===== src/logic/fault_pkg.sv =====
// fault_pkg: timing counts, register map, status layout and types of the fault manager
// assumes: a single 50 MHz clk_sys domain and software access over APB
package fault_pkg;

	// ==================================================================
	// timing
	localparam int T_CLK_NS    = 20;          // clk_sys period
	localparam int SYNC_CYC    = 3;           // pin synchroniser latency
	localparam int LAT_SLOW_NS = 950_000;     // temperature and input voltage
	localparam int LAT_MID_NS  = 525_000;     // input current and input power
	localparam int LAT_OC_NS   = 175_000;     // total output current
	localparam int LAT_FAST_NS = 1_000;       // stage fault, stage not ready
	localparam int HIC_NS      = 20_000_000;  // hiccup wait before retry
	localparam int SLOW_CYC    = LAT_SLOW_NS / T_CLK_NS - SYNC_CYC;
	localparam int MID_CYC     = LAT_MID_NS / T_CLK_NS - SYNC_CYC;
	localparam int OC_CYC      = LAT_OC_NS / T_CLK_NS - SYNC_CYC;
	localparam int FAST_CYC    = LAT_FAST_NS / T_CLK_NS - SYNC_CYC - 2;
	localparam int HIC_CYC     = HIC_NS / T_CLK_NS;

	// ==================================================================
	// sizes
	localparam int NRAIL   = 2;
	localparam int NPHASE  = 12;
	localparam int NSTAT   = 22;
	localparam int N_SLOW  = 8;
	localparam int N_MID   = 3;
	localparam int N_FAST  = 7;
	localparam int ADDR_W  = 8;

	// ==================================================================
	// register byte offsets
	localparam logic [7:0] A_CTRL   = 8'h00;
	localparam logic [7:0] A_RESP   = 8'h04;
	localparam logic [7:0] A_STATUS = 8'h08;
	localparam logic [7:0] A_MASK   = 8'h0C;
	localparam logic [7:0] A_STATE  = 8'h10;
	localparam logic [7:0] A_OCLIM  = 8'h14;
	localparam logic [7:0] A_OCTOT  = 8'h18;
	localparam logic [7:0] A_TOFF   = 8'h1C;

	// ==================================================================
	// fields and reset values
	localparam int C_EN = 0;                        // rail enables [1:0]
	localparam int C_CLR = 8;                       // clear faults, write one
	localparam int RF_OT = 0, RF_STG = 2, RF_OC = 4; // response slots, +rail
	localparam int RF_IN_OV = 6, RF_IN_UV = 7, RF_IIN_OC = 8;
	localparam logic [1:0] RSP_IGNORE = 2'h0;
	localparam logic [1:0] RSP_LATCH  = 2'h1;
	localparam logic [1:0] RSP_HICCUP = 2'h2;
	localparam logic [17:0] RESP_RST  = 18'h1_5555;  // every slot latch-off
	localparam int OCL_PH_LSB = 16;
	localparam int OCL_PG_BIT = 24;
	localparam logic [7:0] PHASE_ALL  = 8'hFF;
	localparam logic [9:0] OC_TOT_RST = 10'h3FF;
	localparam logic [7:0] PH_LIM_RST = 8'h82;

	// ==================================================================
	// status bit positions; paged entries take one bit per rail
	localparam int S_OT_F = 0, S_OT_W = 2, S_STG = 4, S_NRDY = 6, S_OC = 8, S_OCL = 10;
	localparam int S_IN_OV_F = 12, S_IN_OV_W = 13, S_IN_UV_W = 14, S_IN_UV_F = 15;
	localparam int S_IIN_F = 16, S_IIN_W = 17, S_PIN_W = 18;
	localparam int S_ADDR = 19, S_BOOT = 20, S_CML = 21;
	localparam logic [21:0] RAIL_MASK_A = 22'h00_0555;
	localparam logic [21:0] RAIL_MASK_B = 22'h00_0AAA;
	localparam logic [21:0] STRAP_MASK  = 22'h18_0000;

	// ==================================================================
	// rail sequencer states, gray along off, run, stop, hiccup, latch
	typedef enum logic [2:0] {
		R_OFF  = 3'h0,
		R_RUN  = 3'h1,
		R_STOP = 3'h3,
		R_HIC  = 3'h2,
		R_LAT  = 3'h6
	} rail_e;

endpackage


===== src/logic/cond_if.sv =====
// cond_if: raw comparator levels into a qualifier and the qualified levels back
// assumes: qual side on clk_sys; raw levels may be asynchronous
interface cond_if #(parameter int W = 1);
	logic [W-1:0] raw;   // unsynchronised comparator levels
	logic [W-1:0] qual;  // levels that have persisted long enough
	modport filt (input raw, output qual);
	modport drive (output raw, input qual);
endinterface


===== src/logic/cond_qualify.sv =====
// cond_qualify: synchronises comparator levels and qualifies them by persistence
// assumes: raw inputs are asynchronous; LIMIT counts fit in 16 bits
module cond_qualify #(
	parameter int W     = 1,
	parameter int LIMIT = 1
) (
	// clock and reset
	input  wire logic clk_sys,
	input  wire logic nrst,
	// levels in and out
	cond_if.filt      cif
);
	localparam logic [15:0] LIM16 = 16'(LIMIT);

	logic [W-1:0] s1_q, s2_q, s3_q; // three-stage synchroniser
	logic [W-1:0] lvl_q;            // level once stages two and three agree
	logic [W-1:0] qual_q;           // qualified level
	logic [15:0]  cnt_q [W];        // persistence counters

	// ==================================================================
	// synchroniser; stage one feeds only stage two
	always_ff @(posedge clk_sys or negedge nrst) begin
		if (!nrst) begin
			s1_q  <= '0;
			s2_q  <= '0;
			s3_q  <= '0;
			lvl_q <= '0;
		end else begin
			s1_q  <= cif.raw;
			s2_q  <= s1_q;
			s3_q  <= s2_q;
			// hold while the two late stages disagree, to reject a single glitch
			lvl_q <= (s2_q & s3_q) | (lvl_q & (s2_q | s3_q));
		end
	end

	// ==================================================================
	// persistence count; a drop clears at once so recovery is never delayed
	always_ff @(posedge clk_sys or negedge nrst) begin
		if (!nrst) begin
			qual_q <= '0;
			for (int i = 0; i < W; i++) cnt_q[i] <= '0;
		end else begin
			for (int i = 0; i < W; i++) begin
				if (!lvl_q[i]) begin
					cnt_q[i]  <= '0;
					qual_q[i] <= 1'b0;
				end else if (cnt_q[i] == LIM16) begin
					qual_q[i] <= 1'b1;
				end else begin
					cnt_q[i] <= cnt_q[i] + 16'h0001;
				end
			end
		end
	end

	assign cif.qual = qual_q;

endmodule // cond_qualify


===== src/logic/regulator_fault_manager.sv =====
// regulator_fault_manager: fault detection, response and clearing for two rails
// assumes: comparator levels arrive asynchronous; init_done, strap checks and
// cml_error come from logic on clk_sys; nrst is the logic supply power cycle

// How it works
// - shutdown response drops regulator ready
// - faults set status, alert unless masked
// - clears hold only once condition is gone
// - phase all-ones writes page total threshold
// - other phase writes that phase limit
// - stage over-temperature armed after init, selectable
// - stage not ready flagged fast, tristates rail
// - stage not ready blocks rail start-up
// - fault shutdown skips the turn-off delay
// - tristate immediately, before status and alert
module regulator_fault_manager #(
	parameter int SLOW_CYC_P = fault_pkg::SLOW_CYC, // 950 us qualification
	parameter int MID_CYC_P  = fault_pkg::MID_CYC,  // 525 us qualification
	parameter int OC_CYC_P   = fault_pkg::OC_CYC,   // 175 us qualification
	parameter int HIC_CYC_P  = fault_pkg::HIC_CYC   // hiccup retry wait
) (
	// clock and reset
	input  wire logic                             clk_sys,
	input  wire logic                             nrst,
	// apb slave
	input  wire logic                             psel,
	input  wire logic                             penable,
	input  wire logic                             pwrite,
	input  wire logic [fault_pkg::ADDR_W-1:0]     paddr,
	input  wire logic [31:0]                      pwdata,
	output logic      [31:0]                      prdata,
	output logic                                  pready,
	output logic                                  pslverr,
	// device state from the controller core
	input  wire logic                             init_done,
	input  wire logic                             addr_strap_bad,
	input  wire logic                             boot_strap_bad,
	input  wire logic                             cml_error,
	// per-rail comparator levels
	input  wire logic [fault_pkg::NRAIL-1:0]      stage_temp_fault_line_hi,
	input  wire logic [fault_pkg::NRAIL-1:0]      stage_temp_fault_line_lo,
	input  wire logic [fault_pkg::NRAIL-1:0]      stage_ot_fault,
	input  wire logic [fault_pkg::NRAIL-1:0]      stage_ot_warn,
	input  wire logic [fault_pkg::NRAIL-1:0]      iout_oc_hit,
	input  wire logic [fault_pkg::NRAIL-1:0]      phase_current_limit_hit,
	// shared input-side comparator levels
	input  wire logic                             in_ov_flt_cmp,
	input  wire logic                             in_ov_warn_cmp,
	input  wire logic                             in_uv_warn_cmp,
	input  wire logic                             in_uv_flt_cmp,
	input  wire logic                             input_turn_on_level_cmp,
	input  wire logic                             iin_oc_flt_cmp,
	input  wire logic                             iin_oc_warn_cmp,
	input  wire logic                             pin_op_warn_cmp,
	// rail control
	output logic      [fault_pkg::NRAIL-1:0]      pwm_enable,
	output logic      [fault_pkg::NRAIL-1:0]      pwm_tristate,
	output logic      [fault_pkg::NRAIL-1:0]      regulator_ready_out,
	// host signalling
	output logic                                  fault_flag_out_n,
	output logic                                  smbalert_n,
	output logic                                  irq,
	// thresholds to the current comparators
	output logic      [9:0]                       oc_total_thr_a,
	output logic      [9:0]                       oc_total_thr_b,
	output logic      [fault_pkg::NPHASE*8-1:0]   phase_current_limit_thr
);
	import fault_pkg::*;

	// ==================================================================
	// qualifier channels
	cond_if #(.W(N_SLOW))  slow_c ();  // ot fault/warn, input ov/uv
	cond_if #(.W(N_MID))   mid_c ();   // input current and power
	cond_if #(.W(NRAIL))   oc_c ();    // total output current
	cond_if #(.W(N_FAST))  fast_c ();  // stage fault, not ready, ocl, turn-on

	assign slow_c.raw = {in_uv_flt_cmp, in_uv_warn_cmp, in_ov_warn_cmp, in_ov_flt_cmp,
	                     stage_ot_warn, stage_ot_fault};
	assign mid_c.raw  = {pin_op_warn_cmp, iin_oc_warn_cmp, iin_oc_flt_cmp};
	assign oc_c.raw   = iout_oc_hit;
	assign fast_c.raw = {input_turn_on_level_cmp, phase_current_limit_hit,
	                     stage_temp_fault_line_lo, stage_temp_fault_line_hi};

	cond_qualify #(.W(N_SLOW), .LIMIT(SLOW_CYC_P)) u_slow (
		.clk_sys (clk_sys),
		.nrst    (nrst),
		.cif     (slow_c)
	);
	cond_qualify #(.W(N_MID), .LIMIT(MID_CYC_P)) u_mid (
		.clk_sys (clk_sys),
		.nrst    (nrst),
		.cif     (mid_c)
	);
	cond_qualify #(.W(NRAIL), .LIMIT(OC_CYC_P)) u_oc (
		.clk_sys (clk_sys),
		.nrst    (nrst),
		.cif     (oc_c)
	);
	cond_qualify #(.W(N_FAST), .LIMIT(FAST_CYC)) u_fast (
		.clk_sys (clk_sys),
		.nrst    (nrst),
		.cif     (fast_c)
	);

	// ==================================================================
	// state
	logic [NRAIL-1:0]  en_q;          // rail enables from software
	logic [NRAIL-1:0]  en_prev_q;     // for enable-cycle edges
	logic [17:0]       resp_q;        // response slots, two bits each
	logic [NSTAT-1:0]  status_q;      // sticky event bits
	logic [NSTAT-1:0]  mask_q;        // one masks the alert
	logic [15:0]       toff_q;        // turn-off delay in clk_sys cycles
	logic [9:0]        tot_q [NRAIL]; // total overcurrent thresholds
	logic [7:0]        ph_q [NPHASE]; // per-phase current limits
	logic              strap_q;       // pinstrap lock, power cycle only
	logic              uv_armed_q;    // input undervoltage armed
	logic              init_q;        // init_done delayed, for its edge
	rail_e             st_q [NRAIL];  // rail sequencers
	logic [19:0]       tmr_q [NRAIL]; // turn-off and hiccup timers
	logic [NRAIL-1:0]  ready_q;
	logic              flag_q;
	logic [31:0]       prdata_q;

	// ==================================================================
	// combinational terms
	logic              wr_acc;        // write access phase
	logic              clr_all;       // clear-faults command
	logic              strap_chk;     // one cycle at init completion
	logic [NRAIL-1:0]  en_rise;
	logic [NRAIL-1:0]  run;           // rail converting
	logic [NRAIL-1:0]  ot_c, stg_c, nrdy, oc_flt;
	logic              in_ov_c, in_uv_c, iin_oc_c;
	logic [1:0]        act [NRAIL];   // bit0 latch-off, bit1 hiccup
	logic [NSTAT-1:0]  ev;            // events this cycle
	logic [NSTAT-1:0]  clr;           // bits cleared this cycle

	// response request for one condition under one response slot
	function automatic logic [1:0] act_of(input logic c, input logic [1:0] r);
		act_of = {c & (r == RSP_HICCUP), c & (r == RSP_LATCH)};
	endfunction

	// mapped offsets answer without error
	function automatic logic addr_ok(input logic [ADDR_W-1:0] a);
		addr_ok = a inside {A_CTRL, A_RESP, A_STATUS, A_MASK, A_STATE, A_OCLIM, A_OCTOT, A_TOFF};
	endfunction

	// zero wait states; the read word is latched in the setup cycle
	assign pready    = 1'b1;
	assign pslverr   = psel & penable & ~addr_ok(paddr);
	assign wr_acc    = psel & penable & pwrite & addr_ok(paddr);
	assign clr_all   = wr_acc & (paddr == A_CTRL) & pwdata[C_CLR];
	assign strap_chk = init_done & ~init_q;
	assign en_rise   = en_q & ~en_prev_q;
	assign prdata    = prdata_q;

	// ==================================================================
	// armed conditions and per-rail response requests
	always_comb begin
		in_ov_c  = init_done & slow_c.qual[4];
		in_uv_c  = uv_armed_q & slow_c.qual[7];
		iin_oc_c = (|run) & mid_c.qual[0];
		for (int r = 0; r < NRAIL; r++) begin
			run[r]    = (st_q[r] == R_RUN) | (st_q[r] == R_STOP);
			ot_c[r]   = init_done & slow_c.qual[r];
			stg_c[r]  = init_done & fast_c.qual[r];
			nrdy[r]   = init_done & fast_c.qual[2+r];
			oc_flt[r] = run[r] & oc_c.qual[r];
			act[r]    = act_of(ot_c[r], resp_q[2*(RF_OT+r) +: 2])
			          | act_of(stg_c[r], resp_q[2*(RF_STG+r) +: 2])
			          | act_of(oc_flt[r], resp_q[2*(RF_OC+r) +: 2])
			          | act_of(in_ov_c, resp_q[2*RF_IN_OV +: 2])
			          | act_of(in_uv_c, resp_q[2*RF_IN_UV +: 2])
			          | act_of(iin_oc_c, resp_q[2*RF_IIN_OC +: 2])
			          | {1'b0, strap_q};
		end
	end

	// ==================================================================
	// pwm control; combinational so a fault tristates in its own cycle,
	// one edge ahead of the status bit and the alert
	always_comb begin
		for (int r = 0; r < NRAIL; r++) begin
			pwm_tristate[r] = ~run[r] | nrdy[r] | (|act[r]);
			pwm_enable[r]   = ~pwm_tristate[r];
		end
	end

	// ==================================================================
	// event vector
	always_comb begin
		ev = '0;
		for (int r = 0; r < NRAIL; r++) begin
			ev[S_OT_F+r] = ot_c[r];
			ev[S_OT_W+r] = init_done & slow_c.qual[2+r];
			ev[S_STG+r]  = stg_c[r];
			ev[S_NRDY+r] = nrdy[r];
			ev[S_OC+r]   = oc_flt[r];
			ev[S_OCL+r]  = run[r] & fast_c.qual[4+r];
		end
		ev[S_IN_OV_F] = in_ov_c;
		ev[S_IN_OV_W] = init_done & slow_c.qual[5];
		ev[S_IN_UV_W] = uv_armed_q & slow_c.qual[6];
		ev[S_IN_UV_F] = in_uv_c;
		ev[S_IIN_F]   = iin_oc_c;
		ev[S_IIN_W]   = (|run) & mid_c.qual[1];
		ev[S_PIN_W]   = (|run) & mid_c.qual[2];
		ev[S_ADDR]    = strap_chk & addr_strap_bad;
		ev[S_BOOT]    = strap_chk & boot_strap_bad;
		ev[S_CML]     = init_done & cml_error;
	end

	// clear sources: write one, clear-faults, enable cycle of a rail;
	// the strap bits are kept out so only a power cycle removes them
	always_comb begin
		clr = '0;
		if (wr_acc && paddr == A_STATUS) clr = pwdata[NSTAT-1:0];
		if (clr_all) clr = '1;
		if (en_rise[0]) clr = clr | RAIL_MASK_A;
		if (en_rise[1]) clr = clr | RAIL_MASK_B;
		clr = clr & ~STRAP_MASK;
	end

	// ==================================================================
	// sticky status; a live condition sets again over the clear
	always_ff @(posedge clk_sys or negedge nrst) begin
		if (!nrst) begin
			status_q <= '0;
		end else begin
			status_q <= (status_q & ~clr) | ev;
		end
	end

	// alert while any unmasked status bit stands
	assign irq        = |(status_q & ~mask_q);
	assign smbalert_n = ~irq;

	// ==================================================================
	// software configuration
	always_ff @(posedge clk_sys or negedge nrst) begin
		if (!nrst) begin
			en_q   <= '0;
			resp_q <= RESP_RST;
			mask_q <= '0;
			toff_q <= '0;
		end else if (wr_acc) begin
			case (paddr)
				A_CTRL:  en_q   <= pwdata[C_EN +: NRAIL];
				A_RESP:  resp_q <= pwdata[17:0];
				A_MASK:  mask_q <= pwdata[NSTAT-1:0];
				A_TOFF:  toff_q <= pwdata[15:0];
				default: ;
			endcase
		end
	end

	// ==================================================================
	// current thresholds; the phase field picks total or per-phase
	always_ff @(posedge clk_sys or negedge nrst) begin
		if (!nrst) begin
			for (int r = 0; r < NRAIL; r++) tot_q[r] <= OC_TOT_RST;
			for (int p = 0; p < NPHASE; p++) ph_q[p] <= PH_LIM_RST;
		end else if (wr_acc && paddr == A_OCLIM) begin
			if (pwdata[OCL_PH_LSB +: 8] == PHASE_ALL) begin
				tot_q[pwdata[OCL_PG_BIT]] <= pwdata[9:0];
			end else begin
				// phase numbers past the last phase are ignored
				for (int p = 0; p < NPHASE; p++) begin
					if (pwdata[OCL_PH_LSB +: 8] == 8'(p)) begin
						ph_q[p] <= pwdata[7:0];
					end
				end
			end
		end
	end

	assign oc_total_thr_a = tot_q[0];
	assign oc_total_thr_b = tot_q[1];
	always_comb begin
		for (int p = 0; p < NPHASE; p++) phase_current_limit_thr[8*p +: 8] = ph_q[p];
	end

	// ==================================================================
	// pinstrap lock, undervoltage arming and edge history
	always_ff @(posedge clk_sys or negedge nrst) begin
		if (!nrst) begin
			strap_q    <= 1'b0;
			uv_armed_q <= 1'b0;
			init_q     <= 1'b0;
			en_prev_q  <= '0;
		end else begin
			init_q    <= init_done;
			en_prev_q <= en_q;
			// checked once; nothing but reset ever releases it
			if (strap_chk && (addr_strap_bad || boot_strap_bad)) strap_q <= 1'b1;
			// arms on the first turn-on crossing with a rail enabled, then stays
			if (fast_c.qual[6] && (|en_q)) uv_armed_q <= 1'b1;
		end
	end

	// ==================================================================
	// rail sequencers
	always_ff @(posedge clk_sys or negedge nrst) begin
		if (!nrst) begin
			for (int r = 0; r < NRAIL; r++) begin
				st_q[r]  <= R_OFF;
				tmr_q[r] <= '0;
			end
		end else begin
			for (int r = 0; r < NRAIL; r++) begin
				case (st_q[r])
					R_OFF: begin
						// start only with no stage not-ready and no live fault
						if (en_q[r] && !nrdy[r] && !(|act[r])) st_q[r] <= R_RUN;
					end
					R_RUN, R_STOP: begin
						if (act[r][0]) begin
							st_q[r] <= R_LAT;
						end else if (act[r][1]) begin
							st_q[r]  <= R_HIC;
							tmr_q[r] <= 20'(HIC_CYC_P);
						end else if (st_q[r] == R_RUN) begin
							if (!en_q[r]) begin
								st_q[r]  <= (toff_q == 16'h0000) ? R_OFF : R_STOP;
								tmr_q[r] <= {4'h0, toff_q};
							end
						end else if (en_q[r]) begin
							st_q[r] <= R_RUN;                       // re-enabled mid delay
						end else if (tmr_q[r] <= 20'h0_0001) begin
							st_q[r] <= R_OFF;
						end else begin
							tmr_q[r] <= tmr_q[r] - 20'h0_0001;
						end
					end
					R_HIC: begin
						// retry goes through off, which waits out a live fault
						if (!en_q[r] || tmr_q[r] == 20'h0_0000) begin
							st_q[r] <= R_OFF;
						end else begin
							tmr_q[r] <= tmr_q[r] - 20'h0_0001;
						end
					end
					R_LAT: begin
						if ((clr_all || !en_q[r]) && !strap_q) st_q[r] <= R_OFF;
					end
					default: st_q[r] <= R_OFF;
				endcase
			end
		end
	end

	// ==================================================================
	// ready and fault flag; ready falls on the edge a shutdown begins
	always_ff @(posedge clk_sys or negedge nrst) begin
		if (!nrst) begin
			ready_q <= '0;
			flag_q  <= 1'b0;
		end else begin
			for (int r = 0; r < NRAIL; r++) begin
				ready_q[r] <= (st_q[r] == R_RUN) & ~(|act[r]) & ~nrdy[r];
			end
			flag_q <= strap_q | (st_q[0] == R_LAT) | (st_q[0] == R_HIC)
			        | (st_q[1] == R_LAT) | (st_q[1] == R_HIC);
		end
	end

	assign regulator_ready_out = ready_q;
	assign fault_flag_out_n    = ~flag_q;

	// ==================================================================
	// read data, captured in the setup cycle
	always_ff @(posedge clk_sys or negedge nrst) begin
		if (!nrst) begin
			prdata_q <= '0;
		end else if (psel && !penable && !pwrite) begin
			case (paddr)
				A_CTRL:   prdata_q <= {30'h0000_0000, en_q};
				A_RESP:   prdata_q <= {14'h0000, resp_q};
				A_STATUS: prdata_q <= {10'h000, status_q};
				A_MASK:   prdata_q <= {10'h000, mask_q};
				A_STATE:  prdata_q <= {20'h0_0000, ready_q, uv_armed_q, strap_q,
				                       1'b0, st_q[1], 1'b0, st_q[0]};
				A_OCTOT:  prdata_q <= {6'h00, tot_q[1], 6'h00, tot_q[0]};
				A_TOFF:   prdata_q <= {16'h0000, toff_q};
				default:  prdata_q <= '0;
			endcase
		end
	end

endmodule // regulator_fault_manager


===== config.mk =====
export PLATFORM = sky130hd
export DESIGN_NAME = regulator_fault_manager
export DESIGN_NICKNAME = d
export VERILOG_FILES = /design/src/logic/fault_pkg.sv /design/src/logic/cond_if.sv /design/src/logic/cond_qualify.sv /design/src/logic/regulator_fault_manager.sv
export SDC_FILE = /design/constraint.sdc
export NUM_CORES = 1
export LEC_CHECK = 0
export BUFFER_PORTS_ARGS = -buffer_cell sky130_fd_sc_hd__buf_2
export CORE_AREA = 2 2 307 309
export CTS_BUF_LIST = sky130_fd_sc_hd__clkbuf_16
export DETAILED_ROUTE_END_ITERATION = 10
export DIE_AREA = 0 0 309 311
export PLACE_DENSITY = 0.57
export SETUP_SLACK_MARGIN = 0.3
export SLEW_MARGIN = 5
export SYNTH_ARGS = -nofsm -noshare
export SYNTH_HDL_FRONTEND = slang
export SYNTH_SLANG_ARGS = --single-unit

===== constraint.sdc =====
create_clock -name clk_sys -period 3.4 [get_ports clk_sys]
set_input_delay 0.34 -clock clk_sys [delete_from_list [all_inputs] [get_ports clk_sys]]
set_output_delay 0.34 -clock clk_sys [all_outputs]
set_load 0.01 [all_outputs]

==> Yosys cells after proc, flatten, opt, wreduce, memory -nomap -nowiden <==
Index checks and enable logic that the tools add are counted.
Widths: inputs -> output; s select.
{ "word_totals": {"ff_bits": 702, "latchBits": 0, "ram_bits": 0, "romBits": 0, "inputBits": 69, "out_inout_bits": 159, "wordCells": 535, "n_memories": 0} }
{ "op_classes": {"n_addsub": 22, "mul": 0, "div_mod_pow": 0, "n_lt_le_gt_ge": 4, "n_eq_ne": 123, "n_shift": 0, "muxes": 125, "bitwise": 110, "n_reduce_logical": 65} }
{ "ops": {"columns": ["operator", "count"], "rows": [
  ["$mux 16", 40],
  ["$add 16x1->16 const B", 20],
  ["$mux 20", 14],
  ["$pmux 26 s7", 1],
  ["$eq 16x16->1 const B", 8],
  ["$eq 16x6->1 const B", 7],
  ["$ne 2x2->1 const B", 50],
  ["$pmux 20 s2", 2],
  ["$mux 3", 18],
  ["$and 1x1->1", 51],
  ["$eq 16x15->1 const B", 3],
  ["$eq 8x4->1 const B", 6],
  ["$and 22x22->22", 2],
  ["$mux 22", 2],
  ["$not 22->22", 2],
  ["$eq 8x3->1 const B", 5],
  ["$le 20x1->1 const B", 2],
  ["$logic_not 20->1", 2],
  ["$mux 1", 40],
  ["$sub 20x1->20 const B", 2],
  ["$reduce_and 3->1", 12],
  ["$eq 16x14->1 const B", 2],
  ["$eq 8x5->1 const B", 4],
  ["$or 2x2->2", 12],
  ["46 further kinds", 142]
]} }

==> Logic depth before layout (Yosys ltp) <==
{ "depth": {"depth_word": 14, "ltp_mapped": 10, "mapped_depth_nobuf": 8} }

==> By module <==
A second synthesis with hierarchy kept.
{ "unflattened": {"cells_unflattened": 3027, "hier_area_um2": 32952.9} }
{ "modules_own_cells": {"columns": ["module", "n_inst", "cells_per_inst", "area_per_inst_um2", "seq_area_each_um2"], "rows": [
  ["regulator_fault_manager", 1, 1162, 13141.4, 6972.9],
  ["cond_qualify at u_slow", 1, 733, 7756.2, 4204.0],
  ["cond_qualify at u_fast", 1, 672, 6998.0, 3678.5],
  ["cond_qualify at u_mid", 1, 272, 2961.6, 1576.5],
  ["cond_qualify at u_oc", 1, 188, 2095.8, 1051.0]
]} }

==> Least setup slack after synthesis <==
No wires, ideal clock.
{ "synth_timing": {"path_kind": "flip-flop to flip-flop", "startpoint": "register tmr_q[29] (netlist name)", "endpoint": "register st_q[4] (netlist name)", "setup_ps": 125, "t_arrival_ps": 2286, "required_time_ps": 3275, "slack_ps": 989, "path_stages_with_launch": 7, "n_path_buf": 0, "period_less_slack_ps": 2411, "path_cell_list": "dfrtp_1 or4_1 or3_4 o311ai_4 o21ai_0 a21oi_1 mux2_2"} }
{ "synth_via": {"elab_chain_cells": 4, "elab_cells_between_ends": 6, "cone_classes": "1 x order compare; 2 x eq/ne; 3 x reduce/logical"} }
{ "synth_lines": {"columns": ["element", "line_no", "source"], "rows": [
  ["start, declared", "regulator_fault_manager.sv:119", "logic [19:0] tmr_q [NRAIL];"],
  ["start signal, assigned by index", "regulator_fault_manager.sv:320", "tmr_q[r] <= 20'(HIC_CYC_P);"],
  ["start signal, assigned by index", "regulator_fault_manager.sv:324", "tmr_q[r] <= {4'h0, toff_q};"],
  ["start signal, assigned by index", "regulator_fault_manager.sv:331", "tmr_q[r] <= tmr_q[r] - 20'h0_0001;"],
  ["branches (longest 3 deep; another with $le 20x1->1)", null, null],
  ["$reduce_and 5->1 (no line) *", null, null],
  ["end signal, assigned by index", "regulator_fault_manager.sv:323", "st_q[r] <= (toff_q == 16'h0000) ? R_OFF : R_STOP;"],
  ["end, declared", "regulator_fault_manager.sv:118", "rail_e st_q [NRAIL];"]
]} }
Mark *: on every way between the ends.
A chain may end at the register's enable or synchronous reset.

==> Worst setup path in the final report <==
{ "layout_timing": {"startpoint": "register st_q[3] (netlist name)", "endpoint": "output port pwm_enable[1] (netlist name)"} }
{ "layout_via": {"elab_chain_cells": 10, "elab_cells_between_ends": 12, "cone_classes": "2 x eq/ne; 8 x bitwise; 2 x reduce/logical"} }
{ "layout_lines": {"columns": ["element", "line_no", "source"], "rows": [
  ["$eq 3x1->1 / $eq 3x2->1 (equally long branches)", "regulator_fault_manager.sv:163", "run[r] = (st_q[r] == R_RUN) | (st_q[r] == R_STOP);"],
  ["$or 1x1->1 *", "regulator_fault_manager.sv:163", null],
  ["$reduce_or 2->1 *", "regulator_fault_manager.sv:161", "iin_oc_c = (|run) & mid_c.qual[0];"],
  ["$and 1x1->1 *", "regulator_fault_manager.sv:161", null],
  ["$and 1x1->1", "regulator_fault_manager.sv:139", "act_of = {c & (r == RSP_HICCUP), c & (r == RSP_LATCH)};"],
  ["$or 2x2->2 *", "regulator_fault_manager.sv:173", "| act_of(iin_oc_c, resp_q[2*RF_IIN_OC +: 2])"],
  ["$or 2x1->2 *", "regulator_fault_manager.sv:174", "| {1'b0, strap_q};"],
  ["$reduce_or 2->1 *", "regulator_fault_manager.sv:183", "pwm_tristate[r] = ~run[r] | nrdy[r] | (|act[r]);"],
  ["$or 1x1->1 *", "regulator_fault_manager.sv:183", null],
  ["$not 1->1 *", "regulator_fault_manager.sv:184", "pwm_enable[r] = ~pwm_tristate[r];"],
  ["end, declared", "regulator_fault_manager.sv:56", "output logic [fault_pkg::NRAIL-1:0] pwm_enable,"]
]} }
Every way passes the cells marked *; elsewhere a longest branch is shown, timed or not.

==> impl_metrics.ini <==
[yosys]
synthAdderAreaFrac_pct = 2.13
ys_async_sr_fraction_pct = 100
synthCells = 2908
ys_top_cells_by_area = dfrtp_1 50%, mux2_2 6.1%, xnor2_1 4.6%, and2_1 4.6%, dfstp_2 4.3%
yosys_most_used_dff = dfrtp_1
synthMuxAreaShare_pct = 6.52
syn_area_um2 = 32300
yosysTopAreaCell = dfrtp_1
synth-compound-area-share_pct = 8.65
synthSimpleGateAreaFrac_pct = 19.6
synth_top_family_by_area = simple AND/OR/NAND/NOR gates
yosysUniqueCellTypes = 82
synthXorXnorAreaFrac_pct = 6.62
synth_edf_count = 0
synth_area_per_cell_um2 = 11.1
synth-seq-cells = 696
synth_warnings = 0
synth.top_cell.area_share_pct = 49.8
ys_seq_area_share_pct = 54.1

[power]
vdd_drop_max_uv = 429
p_leak_uw = 0.0176
power_density_nw_per_um2 = 483

[cts]
htree_levels = 3
cts.clk_slew.worst_paths_ns = 0.06
cts_made_buffers = 81
insertion_delay_ns = 0.64
cts_sinks = 696
cts_buffer_depth = 3
cts_tree = yes
ctsRootBufferMaster = clkbuf_16

[timing]
slew_headroom_pct = 14.8
setup_viol = 0
fin_crit_ns = 3.01
final_hold_viol_count = 0
final_max_slew_viol_count = 0
clock_skew_ns = 0.0238
finalCritPeriodShare_pct = 88.5
setup_slack_ns = 0.390
hold_slack_ns = 0.0358
fin_tns_setup_ns = 0
rsz0062_at_grt = no
max_freq_mhz = 332
worst_pin_slew_ns = 1.27

[floorplan]
die_h_um = 311
core_area_um2 = 92800
initial_core_util_pct = 34.8
rows = 112
num_io_pins = 228
die_area_um2 = 96100
die_w_um = 309

[place]
gp_congestion = 0.837
placed_cell_area_um2 = 35000
portBuffers = 213
place_ws_ns = 0.471
dp.final_hpwl_um = 55400

[drt]
wl_per_cell_um = 18.0
vias = 22800
drc_errors = 0
drt-initial-drc-count = 1651
viasPerCell = 5.06
routed_wl_um = 81100
drtPass1Iterations = 6
antenna_left = 0

[worst_setup_path]
r2r_slack_ns = 0.66
critical_path.startpoint = st_q[3]
cp.arrival_ns = 2.67
required_ns = 3.06
endpoint_kind = primary output
crit_path_start_kind = flop
reg2reg_from = st_q[3]
critical_path_class = flop to primary output
path_max_fanout = 7

[cells_and_area]
utilization_pct = 41.0
nNetsFinal = 3296
drive_gt1_share_pct = 19.5
design_area_um2 = 38000
fillCellCount = 9028
synthToLayoutAreaGrowth_pct = 17.7

[global_route]
grt_pass1_vias = 22700
grt_remaining_overflow = 0
grt_antenna_before_repair = 6
grt_pass1_wl_um = 131000
grt_max_degree = 87
grt_usage_pct = 17.0

[hold_path]
hold_class = input pin to flop
min-delay-start = pwdata[10]

[run]
drv_cap = 0

[status]
status = completed
cell usage in the layout, fill, tap and decap left out, types with 41 or more instances in the layout:
cell,n
a21boi_0,49
a22oi_1,49
and2_1,235
and3_1,63
buf_2,212
clkbuf_16,82
dfrtp_1,643
dfstp_2,53
inv_1,110
mux2_2,174
nand2_1,227
nand3_1,150
nand4_1,55
nor2_1,112
nor3_1,55
nor4_1,41
o21ai_0,68
or3_1,52
xnor2_1,170
xor2_1,74
cell usage after synthesis, types with 10 or more instances:
cell,number
dfrtp_1,643
and2_1,235
nand2_1,227
mux2_2,174
xnor2_1,170
nand3_1,152
nor2_1,112
inv_1,90
xor2_1,74
clkbuf_1,73
o21ai_0,69
and3_1,63
nor3_1,57
nand4_1,55
dfstp_2,53
or3_1,52
a21boi_0,49
a22oi_1,49
nor4_1,42
a21oi_1,39
ha_1,39
a22o_1,33
nor2b_1,33
o22ai_1,33
maj3_1,20
o2bb2ai_1,18
o21a_1,17
a32o_1,15
nand2b_1,14
and4_1,13
nand4b_1,13
nor3b_1,13
nor4b_1,13
or4_1,13
buf_4,10
mux2i_1,10
state kept, by name (all words and copies together) (netlist names), 26 cells and up:
signal / count
phase_current_limit_thr: 96
prdata: 26
tmr_q: 40
u_fast.cnt_q: 112
u_mid.cnt_q: 48
u_oc.cnt_q: 32
u_slow.cnt_q: 128
area by class of cell:
type,count,area (µm²),area share (%)
repair buffers,292,1860,4.89
well taps,1254,1570,4.13
clock buffers,82,2050,5.40
multi-input cells,2026,14100,37.2
inverters,91,342,0.898
diodes,4,10.0,0.0263
flip-flops and latches,696,17500,46.0
clock inverters,66,582,1.53
per-layer routing:
| layer | part of all wire, % | wire length [µm] | vias to the layer above | track usage [%] |
|---|---|---|---|---|
| met3 | 6.4 | 5220 | 172 | 4.14 |
| met2 | 44 | 35400 | 534 | 25.0 |
| li1 | - | - | 10900 | - |
| met1 | 46 | 37500 | 11200 | 24.1 |
| met4 | 3.6 | 2930 | 6 | 6.30 |
| met5 | 0.058 | 47 | - | 0 |
logic make-up after synthesis:
family / after synthesis
xor gates and xnor gates: 244
muxes: 186
adders and majority gates: 59
buffers and inverters: 191
other: 2
DFF: 696
and+or+nand+nor: 1144
AOI/OAI and AO/OA: 386
timing repair:
item | CTS | global route
endpoints found under the hold margin | 100 | 0
buffers inserted | 4 | 0
setup endpoints to repair | 4 | 19
resized for setup | 6 | 6
pin swaps | 2 | 0
hold buffers | 31 | 0
gates cloned | 0 | 0
power breakdown:
part | switching, µW | internal (µW)
sequential | 276 | 8470
clock | 3530 | 5140
combinational | 579 | 375
stage by stage:
stage,cells,total power (µW)
finish,4511,18400
global placement,4324,9820
detailed placement,4324,9830
CTS,4507,18700
floorplan,2913,9350
global route,4507,19200
final timing paths:
path                                     to  cells past startpoint
max in group asynchronous  u_fast.cnt_q[92]                      3
min in group asynchronous   u_mid.cnt_q[40]                      2
max reg2reg                       tmr_q[35]                      6
min reg2reg                   u_mid.s2_q[0]                      0
min                              resp_q[10]                      2
max                           pwm_enable[1]                      7
worst max-delay path, stage by stage (launching register included):
cell	delay, ns
dfrtp_1	0.46
nor2b_2	0.25
o2111a_1	0.29
nor3_2	0.26
nor3b_2	0.31
nand3_2	0.24
inv_1	0.10
buf_2	0.13
No activity file was read; power rests on OpenSTA's default activity.
